<file path="src/hw/fosf_pkg.sv">
// Package of constants and types for the flash operation status poller.
package fosf_pkg;
	// -------------------------------------------------------------
	// Status byte bit positions
	// -------------------------------------------------------------
	localparam int COMPLETION_POLL_POS  = 7;
	localparam int TOGGLE_STATUS_POS    = 6;
	localparam int PULSE_LIMIT_POS      = 5;
	localparam int SECTOR_LOAD_POS      = 3;
	localparam int ERASING_SECTOR_POS   = 2;
	// -------------------------------------------------------------
	// Bus timing in clock cycles at 25 MHz
	// -------------------------------------------------------------
	localparam int CLK_PERIOD_NS        = 40;
	localparam int READ_ACCESS_NS       = 100;
	localparam int READ_CYCLES          = (READ_ACCESS_NS + CLK_PERIOD_NS - 1) / CLK_PERIOD_NS;
	localparam int STROBE_HIGH_CYCLES   = 2;
	localparam logic [3:0] READ_CYCLES_W = 4'(READ_CYCLES);
	localparam logic [3:0] HIGH_CYCLES_W = 4'(STROBE_HIGH_CYCLES);
	localparam logic [3:0] CNT_ZERO     = 4'h0;
	localparam logic [7:0] BYTE_ZERO    = 8'h00;
	localparam logic [1:0] RES_POLL     = 2'h0;

	// Outcome of a status poll.
	typedef enum logic [1:0] {
		FOSF_RES_DONE,
		FOSF_RES_FAIL,
		FOSF_RES_NONE
	} fosf_res_t;

	// Poller state.
	typedef enum logic [2:0] {
		FOSF_IDLE,
		FOSF_READ,
		FOSF_GAP,
		FOSF_EVAL,
		FOSF_CONFIRM
	} fosf_state_t;
endpackage

</file>
<file path="src/hw/fosf_poller.sv">
// Host-side poller that reads flash status bytes and judges completion.
//
// Behaviour
// RULE1: Program polls true top bit when done.
// RULE2: Erase poll bit low, then high.
// RULE3: Poll at an address inside erasing sector.
// RULE4: Status valid after final write strobe.
// RULE5: Toggle bit flips while busy, settles high.
// RULE6: Done when two reads show toggle stable high.
// RULE7: Protected targets toggle briefly then return.
// RULE8: Pulse-limit flag marks failed operation.
// RULE9: After failure, reset device before continuing.
// RULE10: Programming one over zero fails.
// RULE11: Sector-load flag high closes queue window.
// RULE12: Status valid during sector-load delay.
// RULE13: Load flag low before and after accepts.
// RULE14: Status bits four, one, zero reserved.
// RULE15: Erasing-sector bit toggles in erasing sectors.
// RULE16: Failed sector reads toggle erasing-sector bit.
// RULE17: Suspend-program status at program address.
// RULE18: Poll bit may lead; confirm with reread.
// RULE19: Toggle may stop early; reread for data.
// RULE20: Keep read address stable while polling.
// RULE21: Non-suspended sector reads erasing bit high.
// RULE22: Write-strobe fall restarts load delay.
// RULE23: Device muxes status onto data pins.
// RULE24: Toggle bits flip per completed read.
`timescale 1ns/10ps
module fosf_poller #(
	parameter int ADDR_W = 18
) (
	input  wire logic                  clock_i,
	input  wire logic                  resetn_i,
	input  wire logic                  start_i,
	input  wire logic [ADDR_W-1:0]     addr_i,
	input  wire logic                  read_once_i,
	output logic                       busy_o,
	output logic                       done_o,
	output fosf_pkg::fosf_res_t        result_o,
	output logic [7:0]                 status_o,
	output logic                       device_reset_needed_o,
	output logic [ADDR_W-1:0]          flash_addr_o,
	output logic                       flash_ce_n_o,
	output logic                       flash_oe_n_o,
	output logic                       flash_we_n_o,
	output logic [7:0]                 flash_dq_o,
	output logic                       flash_dq_oe_n_o,
	input  wire logic [7:0]            flash_dq_i
);
	import fosf_pkg::*;

	fosf_state_t       state_r;
	logic [3:0]        cnt_r;
	logic [7:0]        prev_r;
	logic              have_prev_r;
	logic              once_r;
	logic [7:0]        sample_r;
	logic              tog_same;
	logic              confirm_r;
	logic              fail_r;
	logic              done_seen;
	logic              fail_seen;

	// -------------------------------------------------------------
	// Read sequencing
	// -------------------------------------------------------------
	// The address is latched once at start and held for every read.
	always_ff @(posedge clock_i or negedge resetn_i) begin
		if (!resetn_i) begin
			flash_addr_o <= '0;
		end else if (state_r == FOSF_IDLE && start_i) begin
			flash_addr_o <= addr_i; // RULE20 RULE3 RULE17
		end
	end

	// The host never writes here, so data pins stay released.
	always_ff @(posedge clock_i or negedge resetn_i) begin
		if (!resetn_i) begin
			flash_we_n_o    <= 1'b1;
			flash_dq_o      <= BYTE_ZERO;
			flash_dq_oe_n_o <= 1'b1;
		end else begin
			flash_we_n_o    <= 1'b1;
			flash_dq_o      <= BYTE_ZERO;
			flash_dq_oe_n_o <= 1'b1;
		end
	end

	always_ff @(posedge clock_i or negedge resetn_i) begin
		if (!resetn_i) begin
			state_r      <= FOSF_IDLE;
			cnt_r        <= CNT_ZERO;
			flash_ce_n_o <= 1'b1;
			flash_oe_n_o <= 1'b1;
			sample_r     <= BYTE_ZERO;
		end else begin
			unique case (state_r)
				FOSF_IDLE: begin
					if (start_i) begin
						state_r      <= FOSF_READ;
						cnt_r        <= READ_CYCLES_W;
						flash_ce_n_o <= 1'b0;
						flash_oe_n_o <= 1'b0;
					end
				end
				FOSF_READ: begin
					if (cnt_r == 4'h1) begin
						// Sampled at the end so the whole byte has settled.
						sample_r     <= flash_dq_i; // RULE18
						flash_ce_n_o <= 1'b1;
						flash_oe_n_o <= 1'b1; // RULE24
						state_r      <= FOSF_GAP;
						cnt_r        <= HIGH_CYCLES_W;
					end else begin
						cnt_r <= cnt_r - 4'h1;
					end
				end
				FOSF_GAP: begin
					if (cnt_r == 4'h1) begin
						state_r <= FOSF_EVAL;
					end else begin
						cnt_r <= cnt_r - 4'h1;
					end
				end
				FOSF_EVAL: begin
					// The confirm read ends the poll; strobes are already high here.
					if (once_r || confirm_r) begin
						state_r <= FOSF_IDLE;
					end else if (done_seen || fail_seen) begin
						state_r <= FOSF_CONFIRM; // RULE6 RULE8
					end else begin
						state_r      <= FOSF_READ;
						cnt_r        <= READ_CYCLES_W;
						flash_ce_n_o <= 1'b0;
						flash_oe_n_o <= 1'b0;
					end
				end
				FOSF_CONFIRM: begin
					// One extra read yields a fully valid byte.
					state_r      <= FOSF_READ; // RULE19
					cnt_r        <= READ_CYCLES_W;
					flash_ce_n_o <= 1'b0;
					flash_oe_n_o <= 1'b0;
				end
				default: state_r <= FOSF_IDLE;
			endcase
		end
	end

	// Toggle bit unchanged between the two latest reads.
	assign tog_same = (prev_r[TOGGLE_STATUS_POS] == sample_r[TOGGLE_STATUS_POS]); // RULE6

	// Complete when two reads show the toggle bit high and unchanged.
	assign done_seen = have_prev_r && tog_same && sample_r[TOGGLE_STATUS_POS]; // RULE6

	// Failed when the pulse-limit flag shows on two reads while toggling goes on.
	assign fail_seen = have_prev_r && !tog_same && prev_r[PULSE_LIMIT_POS]
			&& sample_r[PULSE_LIMIT_POS]; // RULE8

	// -------------------------------------------------------------
	// Judgement
	// -------------------------------------------------------------
	always_ff @(posedge clock_i or negedge resetn_i) begin
		if (!resetn_i) begin
			confirm_r <= 1'b0;
		end else if (state_r == FOSF_IDLE) begin
			confirm_r <= 1'b0;
		end else if (state_r == FOSF_CONFIRM) begin
			confirm_r <= 1'b1;
		end
	end

	// The verdict is kept apart from the data bits, which may hold any array value.
	always_ff @(posedge clock_i or negedge resetn_i) begin
		if (!resetn_i) begin
			fail_r <= 1'b0;
		end else if (state_r == FOSF_IDLE && start_i) begin
			fail_r <= 1'b0;
		end else if (state_r == FOSF_EVAL && !once_r && !confirm_r && fail_seen) begin
			fail_r <= 1'b1; // RULE8 RULE10
		end
	end

	always_ff @(posedge clock_i or negedge resetn_i) begin
		if (!resetn_i) begin
			prev_r      <= BYTE_ZERO;
			have_prev_r <= 1'b0;
			once_r      <= 1'b0;
		end else if (state_r == FOSF_IDLE && start_i) begin
			have_prev_r <= 1'b0;
			once_r      <= read_once_i;
		end else if (state_r == FOSF_EVAL) begin
			prev_r      <= sample_r;
			have_prev_r <= 1'b1;
		end
	end

	always_ff @(posedge clock_i or negedge resetn_i) begin
		if (!resetn_i) begin
			busy_o                <= 1'b0;
			done_o                <= 1'b0;
			result_o              <= FOSF_RES_NONE;
			status_o              <= BYTE_ZERO;
			device_reset_needed_o <= 1'b0;
		end else begin
			done_o <= 1'b0;
			if (state_r == FOSF_IDLE && start_i) begin
				busy_o <= 1'b1;
			end
			if (state_r == FOSF_EVAL && (once_r || confirm_r)) begin
				busy_o   <= 1'b0;
				done_o   <= 1'b1;
				// Reserved bits are reported as read; only named bits are judged.
				status_o <= sample_r; // RULE14
				if (once_r) begin
					result_o <= FOSF_RES_NONE;
				end else if (fail_r) begin
					result_o              <= FOSF_RES_FAIL; // RULE8 RULE10
					device_reset_needed_o <= 1'b1; // RULE9
				end else begin
					result_o <= FOSF_RES_DONE; // RULE1 RULE2 RULE5
				end
			end
			if (state_r == FOSF_IDLE && start_i && !read_once_i) begin
				device_reset_needed_o <= 1'b0;
			end
		end
	end

	// -------------------------------------------------------------
	// Checks
	// -------------------------------------------------------------
	stable_addr_a: assert property (@(posedge clock_i) disable iff (!resetn_i)
		(busy_o && state_r != FOSF_IDLE) |=> $stable(flash_addr_o)) // RULE20
		else $error("address moved while polling");
	no_write_a: assert property (@(posedge clock_i) disable iff (!resetn_i)
		flash_we_n_o && flash_dq_oe_n_o) // RULE4
		else $error("poller drove a write");
	fail_flag_a: assert property (@(posedge clock_i) disable iff (!resetn_i)
		(done_o && result_o == FOSF_RES_FAIL) |-> device_reset_needed_o) // RULE9
		else $error("failure without reset request");
	read_len_a: assert property (@(posedge clock_i) disable iff (!resetn_i)
		$fell(flash_oe_n_o) |-> !flash_oe_n_o [*3]) // RULE24
		else $error("read strobe too short");
	done_pulse_a: assert property (@(posedge clock_i) disable iff (!resetn_i)
		done_o |=> !done_o) // RULE6
		else $error("done longer than a cycle");
	done_idle_a: assert property (@(posedge clock_i) disable iff (!resetn_i)
		done_o |-> !busy_o) // RULE19
		else $error("done while busy");
	ok_stable_a: assert property (@(posedge clock_i) disable iff (!resetn_i)
		(done_o && result_o == FOSF_RES_DONE) |-> status_o[TOGGLE_STATUS_POS]) // RULE5
		else $error("done with toggle low");
	ce_oe_a: assert property (@(posedge clock_i) disable iff (!resetn_i)
		flash_ce_n_o == flash_oe_n_o) // RULE18
		else $error("strobes split");
endmodule // fosf_poller
</file>
<file path="config.mk">
export PLATFORM = sky130hd
export DESIGN_NAME = fosf_poller
export DESIGN_NICKNAME = d
export VERILOG_FILES = /design/src/hw/fosf_pkg.sv /design/src/hw/fosf_poller.sv
export SDC_FILE = /design/constraint.sdc
export NUM_CORES = 1
export LEC_CHECK = 0
export ABC_AREA = 0
export BUFFER_PORTS_ARGS = -buffer_cell sky130_fd_sc_hd__buf_2
export CORE_ASPECT_RATIO = 0.9
export CORE_MARGIN = 8
export CORE_UTILIZATION = 40
export CTS_BUF_LIST = sky130_fd_sc_hd__clkbuf_4 sky130_fd_sc_hd__clkbuf_8 sky130_fd_sc_hd__clkbuf_16
export DETAILED_ROUTE_END_ITERATION = 10
export PLACE_DENSITY = 0.68
export SYNTH_ARGS = -nofsm -noshare
export SYNTH_HDL_FRONTEND = slang
export SYNTH_SLANG_ARGS = --single-unit
</file>
<file path="constraint.sdc">
create_clock -name clock_i -period 5.96 [get_ports clock_i]
set_clock_uncertainty 0.2 [all_clocks]
set_input_delay 1.192 -clock clock_i [delete_from_list [all_inputs] [get_ports clock_i]]
set_output_delay 1.192 -clock clock_i [all_outputs]
set_load 0.02 [all_outputs]
</file>
Word level (Yosys, flattened, before mapping). Index checks and enable logic that the tools add are counted.

Bitwise operators: 1. Add/sub/neg operators: 1. Eq/ne operators: 13. Multiplexer cells: 32. Reduce and logical (&&, ||, !) cells: 32.

Operator list (count): two-way mux 4 bit (5); one-hot mux 4 bit (5 select lines) (1); two-way mux 1 bit (18); two-way mux 3 bit (5); one-hot mux 3 bit (5 select lines) (1); != test 2 bit (second input constant) (6); nonzero test 2 bit (6); logical AND 1 bit (11); AND reduction 5 bit (2); == test 3 x 2 -> 1 bit (second input constant) (2); AND reduction 3 bit (2); nonzero test 5 bit (1); == test 4 x 1 -> 1 bit (second input constant) (1); logical NOT 1 bit (4); one-hot mux 1 bit (4 select lines) (1); AND reduction 2 bit (2); nonzero test 4 bit (1); subtractor 4 x 1 -> 4 bit (second input constant) (1); == test 3 x 1 -> 1 bit (second input constant) (1); == test 3 bit (second input constant) (1); logical NOT 3 bit (1); logical OR 1 bit (2); two-way mux 2 bit (1); != test 2 x 1 -> 1 bit (second input constant) (1); 2 further kinds (2).

Logic and storage cells: 94. Input bits: 30. Register bits after elaboration: 58. Output and inout port bits: 43.

Depth between registers and ports, before layout. Gate-level depths: netlist of run 1.

Word-level depth: 9. Mapped depth: 8. Depth with buffers taken out: 6.

Worst setup path before layout of run 1. No wires, ideal clock.

Kind: input-to-reg. Start point: input start_i. End point: register flash_addr_o[0]. Arrival: 2217 ps. Cell stages on the path: 3. Path slack: 3419 ps. Required time: 5635 ps. Buffers on the path: 1. Path through: nor4b_2 -> buf_2 -> mux2_2.

Cells in the longest elaborated chain, start to end: 1.

Ends and longest elaborated chain: start, declared (line fosf_poller.sv:34) `input wire logic start_i,`; logical AND 1 bit (line fosf_poller.sv:71) `end else if (state_r == FOSF_IDLE && start_i) begin`; end signal, assigned (line fosf_poller.sv:72) `flash_addr_o <= addr_i;`; end, declared (line fosf_poller.sv:42) `output logic [ADDR_W-1:0] flash_addr_o,`.

Every way passes these cells. A chain may end at the register's enable or synchronous reset.

Final worst setup path of run 1.
Start point: register state_r[0]. End point: register status_o[1].

Cells in the longest elaborated chain, start to end: 2.

Ends and longest elaborated chain: start, declared (line fosf_poller.sv:52) `fosf_state_t state_r;`; start signal, assigned (line fosf_poller.sv:91) `state_r <= FOSF_IDLE;`; start signal, assigned (line fosf_poller.sv:100) `state_r <= FOSF_READ;`; start signal, assigned (line fosf_poller.sv:112) `state_r <= FOSF_GAP;`; == test 3 x 2 -> 1 bit (line fosf_poller.sv:210) `if (state_r == FOSF_EVAL && (once_r || confirm_r)) begin`; logical AND 1 bit (line fosf_poller.sv:210); end signal, assigned (line fosf_poller.sv:214) `status_o <= sample_r;`; end, declared (line fosf_poller.sv:40) `output logic [7:0] status_o,`.

Every way passes these cells.

==> results of run 1 <==
worst max-delay path, delay by kind of cell (launching register included):
kind | cells | cell delay, ps
flops | 1 | 670
mux | 1 | 420
simple gates | 2 | 1160
synthesized netlist by cell type (2+ instances only):
library cell / n / area share [%]
ha_1: 2 / 1.0
nor2_1: 10 / 1.5
nand4b_1: 2 / 0.72
nand3_1: 6 / 1.2
nand2_1: 8 / 1.2
o21ai_0: 10 / 2.1
dfrtp_1: 51 / 52
a21oi_1: 3 / 0.62
o22ai_1: 2 / 0.51
buf_2: 7 / 1.4
conb_1: 2 / 0.31
mux2_4: 8 / 4.9
mux2_2: 30 / 14
buf_4: 11 / 3.4
a31oi_1: 2 / 0.51
a41oi_1: 2 / 0.72
clkbuf_1: 2 / 0.31
or3_1: 2 / 0.51
dfstp_2: 2 / 2.2
nand2b_1: 3 / 0.77
inv_1: 10 / 1.5
sequential cells by signal, indices dropped and copies added (netlist names), 2 cells and up:
register / flops
flash_addr_o: 18
sample_r: 8
status_o: 8
cnt_r: 4
state_r: 3
prev_r: 2
result_o: 2
cell type report:
class                      count  area share, %
clock buffer                   6           2.87
sequential                    53           46.1
multi-input combinational    122           33.8
tap                           72           3.13
timing repair buffer          64           11.3
inverter                      10           1.30
clock inverter                 2           1.43
cells by family after synthesis:
| group | count (synthesis) | synth area share [%] |
|---|---|---|
| AOI/OAI and AO/OA | 28 | 7.80 |
| DFF | 53 | 54.5 |
| adders and majority gates | 3 | 1.44 |
| muxes | 38 | 18.8 |
| buffers and inverters | 31 | 7.13 |
| xor gates and xnor gates | 2 | 0.718 |
| and+or+nand+nor | 41 | 9.34 |
| other | 2 | 0.308 |
routing by layer:
| layer | GRT usage [%] | routed length, µm | up-vias |
|---|---|---|---|
| li1 | - | - | 790 |
| met1 | 12.9 | 2110 | 780 |
| met2 | 16.8 | 2190 | 53 |
| met3 | 4.85 | 382 | 8 |
| met4 | 3.58 | 50 | 0 |
| met5 | 0 | 0 | - |
worst paths after layout:
check                                 start  cells past startpoint          endpoint
worst min register to register  result_o[1]                      2       result_o[1]
min in group asynchronous          resetn_i                      2   flash_addr_o[2]
worst max-delay path             state_r[0]                      3       status_o[1]
max in group asynchronous          resetn_i                      2  flash_addr_o[13]
worst max register to register   state_r[0]                      3       status_o[1]
worst min-delay path            result_o[1]                      2       result_o[1]
through the flow:
| step | utilization, % | setup slack, ps | total power (µW) | hold slack, ps | instance area [µm²] |
|---|---|---|---|---|---|
| 4_1_cts | 47.9 | 3370 | 1620 | 309 | 2880 |
| 3_5_place_dp | 45.8 | 3370 | 1360 | 289 | 2760 |
| 5_1_grt | 47.9 | 3250 | 1710 | 329 | 2880 |
| 3_3_place_gp | 45.8 | 3420 | 1340 | 280 | 2760 |
| 6_report | 47.9 | 3400 | 1600 | 305 | 2880 |
| 2_1_floorplan | - | 3420 | 1160 | 276 | 2470 |
report_power, final:
group / total [µW] / internal [µW] / switching, µW / leakage (µW)
clock network: 260 / 140 / 120 / 0.0000633
registers: 644 / 524 / 120 / 0.000641
logic: 694 / 328 / 366 / 0.000700
==> metrics.csv, run 1 <==
metric;value;unit
Placed Cells;321;
largest net degree at the start of global routing;54;
Hold Vio Cnt, Final;0;
dominant synthesized flop cell;dfrtp_1;
Max Root-Sink Buffers;2;
post-synthesis sequential area ratio;54.5;%
Slew Limit Fails;0;
syn_area_per_cell;12.3;µm²
worst-skew pair later-pin latency;300;ps
Final Cycle Share;42.9;%
max_slew headroom;36.8;%
Distinct cells, synth;44;
final cell count without fillers;329;
share of cells above drive strength 1;45.5;%
leakage;0.00140;µW
I/O pins;73;
cell count after synthesis;198;
Die Ht;90.1;µm
Total GRT Usage;10.8;%
setup_tns;0;ps
area of the core;6010;µm²
die width;98.3;µm
RePlAce Congestion;0.820;
Nets;288;
DRC Markers;0;
Hold Buf Count CTS;0;
unrepaired setup endpoints after global routing;no;
Routed WL;4730;µm
most frequent cells in the layout;buf_2, dfrtp_1, mux2_2;
Fmax achieved;0.391;GHz
Starting DRT DRC Count;55;
Peak VDD IR;272;µV
# Post-CTS Setup Buffers;0;
Post-synth ARST share;100;%
flop2flop setup slack;3400;ps
max incr delay on CP;820;ps
CTS tree;built;
Root Buffer;clkbuf_8;
Starting Density;40.6;%
initial antenna violation count;0;
DRT Pass-1 Iters;4;
Num CTS Buffers;5;
slowest cell on the critical path;nor2_1;
critical path arrival;2550;ps
PD cells;555;nW/µm²
Die ar.;8850;µm²
crit end category;register;
via density per instance;4.96;
Setup CP Type;reg2reg;
critical path peak fanout;16;
max-cap viol count;0;
via count;1631;
H-tree depth;2;
vias in the first global route;1639;
first-pass GRT wire length;7810;µm
Port Buffer Count;62;
status;completed;
detailed placement HPWL;3510;µm
leading cell type in the layout, fill and taps excluded;buf_2;
final setup fails;0;
area occupied by multi-input gates;975;µm²
Worst-Margin Slew;945;ps
CTS resizes;0;
antenna cells;0;
EDFF count, synth;0;
Sink Count;53;
CP cell instances;nand3b_1 > nor2_1 > mux2_2;
CP Data Required Time;5960;ps
minimum clock period;2560;ps
filler instances;550;
Post-Syn Area;2440;µm²
Syn. warnings;0;
Seq cells post-synth;53;
Post-DRT Antenna Nets;0;
startpoint type of the worst setup path;register;
area delta synth->final;18.1;%
WL/cell;14.4;µm
grt total ovfl;0;
register area;1330;µm²
Reg clk slew, reported paths;100;ps
Hold Path Class;reg2reg;
# rows;27;
Note: power is estimated with default switching activity, not from simulation.
==> inputs of run 2 (changes only) <==
==> constraint.sdc (replaced) <==
create_clock -name clock_i -period 2.5 [get_ports clock_i]
set_clock_uncertainty 0.2 [all_clocks]
set_input_delay 0.5 -clock clock_i [delete_from_list [all_inputs] [get_ports clock_i]]
set_output_delay 0.5 -clock clock_i [all_outputs]
set_load 0.02 [all_outputs]
==> run 2 against run 1 <==
  * The flow now finishes with violations (negative hold slack)
  * Design area hardly changed
  * Setup slack worse by 3100 ps
  * Die area stayed put
  * Total power is 130% higher
  * Hold slack worse by 310 ps
  * Largest power group unchanged
==> metrics.csv, run 2 (synthesis gave the netlist of run 1 again) <==
metric;value;unit
Routed WL;4730;µm
DRC Markers;0;
WL/cell;14.2;µm
worst-skew pair later-pin latency;290;ps
Setup CP Type;reg2reg;
Port Buffer Count;62;
antenna cells;0;
setup_tns;0;ps
DRT Pass-1 Iters;5;
violated checks;negative hold slack;
Post-DRT Antenna Nets;0;
# rows;27;
critical path peak fanout;9;
Largest register FFs;18;
share of cells above drive strength 1;46.2;%
Starting Density;40.6;%
Min Hold Slack;-0.922;ps
vias in the first global route;1678;
Final Cycle Share;89.2;%
Total GRT Usage;10.7;%
max_slew headroom;60.5;%
grt total ovfl;0;
filler instances;552;
I/O pins;73;
H-tree depth;2;
max-cap viol count;0;
Die Ht;90.1;µm
unrepaired setup endpoints after global routing;no;
Num CTS Buffers;5;
critical path arrival;2220;ps
Nets;292;
register area;1330;µm²
Top reg by flops;flash_addr_o;
Reg clk slew, reported paths;90;ps
minimum clock period;2230;ps
Fmax achieved;0.448;GHz
reg2reg end;sample_r[0];
FF-to-FF path depth;5;
Sink Count;53;
CP Data Required Time;2490;ps
via density per instance;4.96;
Max Root-Sink Buffers;2;
CTS resizes;0;
Worst-Margin Slew;592;ps
largest registers;flash_addr_o: 18 flops, sample_r: 8 flops, status_o: 8 flops;
initial antenna violation count;0;
area occupied by multi-input gates;975;µm²
RePlAce Congestion;0.807;
detailed placement HPWL;3570;µm
Slew Limit Fails;0;
leakage;0.00141;µW
# Post-CTS Setup Buffers;0;
PD cells;1280;nW/µm²
r2r startpoint;cnt_r[1];
Root Buffer;clkbuf_8;
Hold Buf Count CTS;0;
most frequent cells in the layout;buf_2, dfrtp_1, mux2_2;
largest net degree at the start of global routing;29;
Hold Path Class;in2async;
Starting DRT DRC Count;99;
crit end category;register;
startpoint type of the worst setup path;register;
Peak VDD IR;703;µV
CTS tree;built;
flop2flop setup slack;270;ps
leading cell type in the layout, fill and taps excluded;buf_2;
Die ar.;8850;µm²
area of the core;6010;µm²
final setup fails;0;
status;complete, but fails checks;
first-pass GRT wire length;7960;µm
via count;1648;
die width;98.3;µm
area delta synth->final;18.2;%
Hold Vio Cnt, Final;1;
==> run 2: worst max-delay path: stages (launching register included) <==
cell	delay (ps)
dfrtp_1	380
inv_1	90
ha_1	160
or3b_1	360
or3_1	560
mux2_4	380
==> run 2: how the worst max path moves through the flow <==
| stage | cells past startpoint | from | slack, ps | to |
|---|---|---|---|---|
| floorplan | 7 | cnt_r[1] | 380 | sample_r[0] |
| global placement | 5 | cnt_r[1] | 320 | sample_r[2] |
| detailed placement | 5 | cnt_r[1] | 280 | sample_r[4] |
| CTS | 5 | cnt_r[1] | 260 | sample_r[0] |
| global route | 5 | cnt_r[1] | 160 | sample_r[0] |
| finish | 5 | cnt_r[1] | 270 | sample_r[0] |
==> run 2: area by class of cell <==
cell class / instances / share of cell area [%]
Timing Repair Buffer: 68 / 12.8
Clock buffer: 5 / 2.39
Clock inverter: 2 / 0.478
Sequential cell: 53 / 46.1
Tap cell: 72 / 3.13
Multi-Input combinational cell: 122 / 33.8
Inverter: 10 / 1.30
==> run 2: where the power goes <==
| group | switching, µW | total, µW | internal [µW] |
|---|---|---|---|
| Sequential | 272 | 1520 | 1250 |
| Combinational | 887 | 1690 | 803 |
| Clock | 272 | 466 | 194 |
==> run 2: per-stage QoR <==
stage                     util [%]  cells  setup WS (ps)  total power, µW  area [µm²]
after global placement        46.5    325            315             3210        2800
final                         47.9    332            269             3680        2880
after global routing          47.9    332            160             3940        2880
after floorplan                  -    206            381             2770        2470
after CTS                     47.9    332            255             3730        2880
after detailed placement      46.5    325            280             3250        2800
==> run 2: routing by layer <==
| metal | track usage (%) | wire [µm] |
|---|---|---|
| met4 | 1.92 | 19 |
| met3 | 4.78 | 359 |
| met2 | 16.3 | 2120 |
| met5 | 0 | 0 |
| met1 | 13.7 | 2230 |
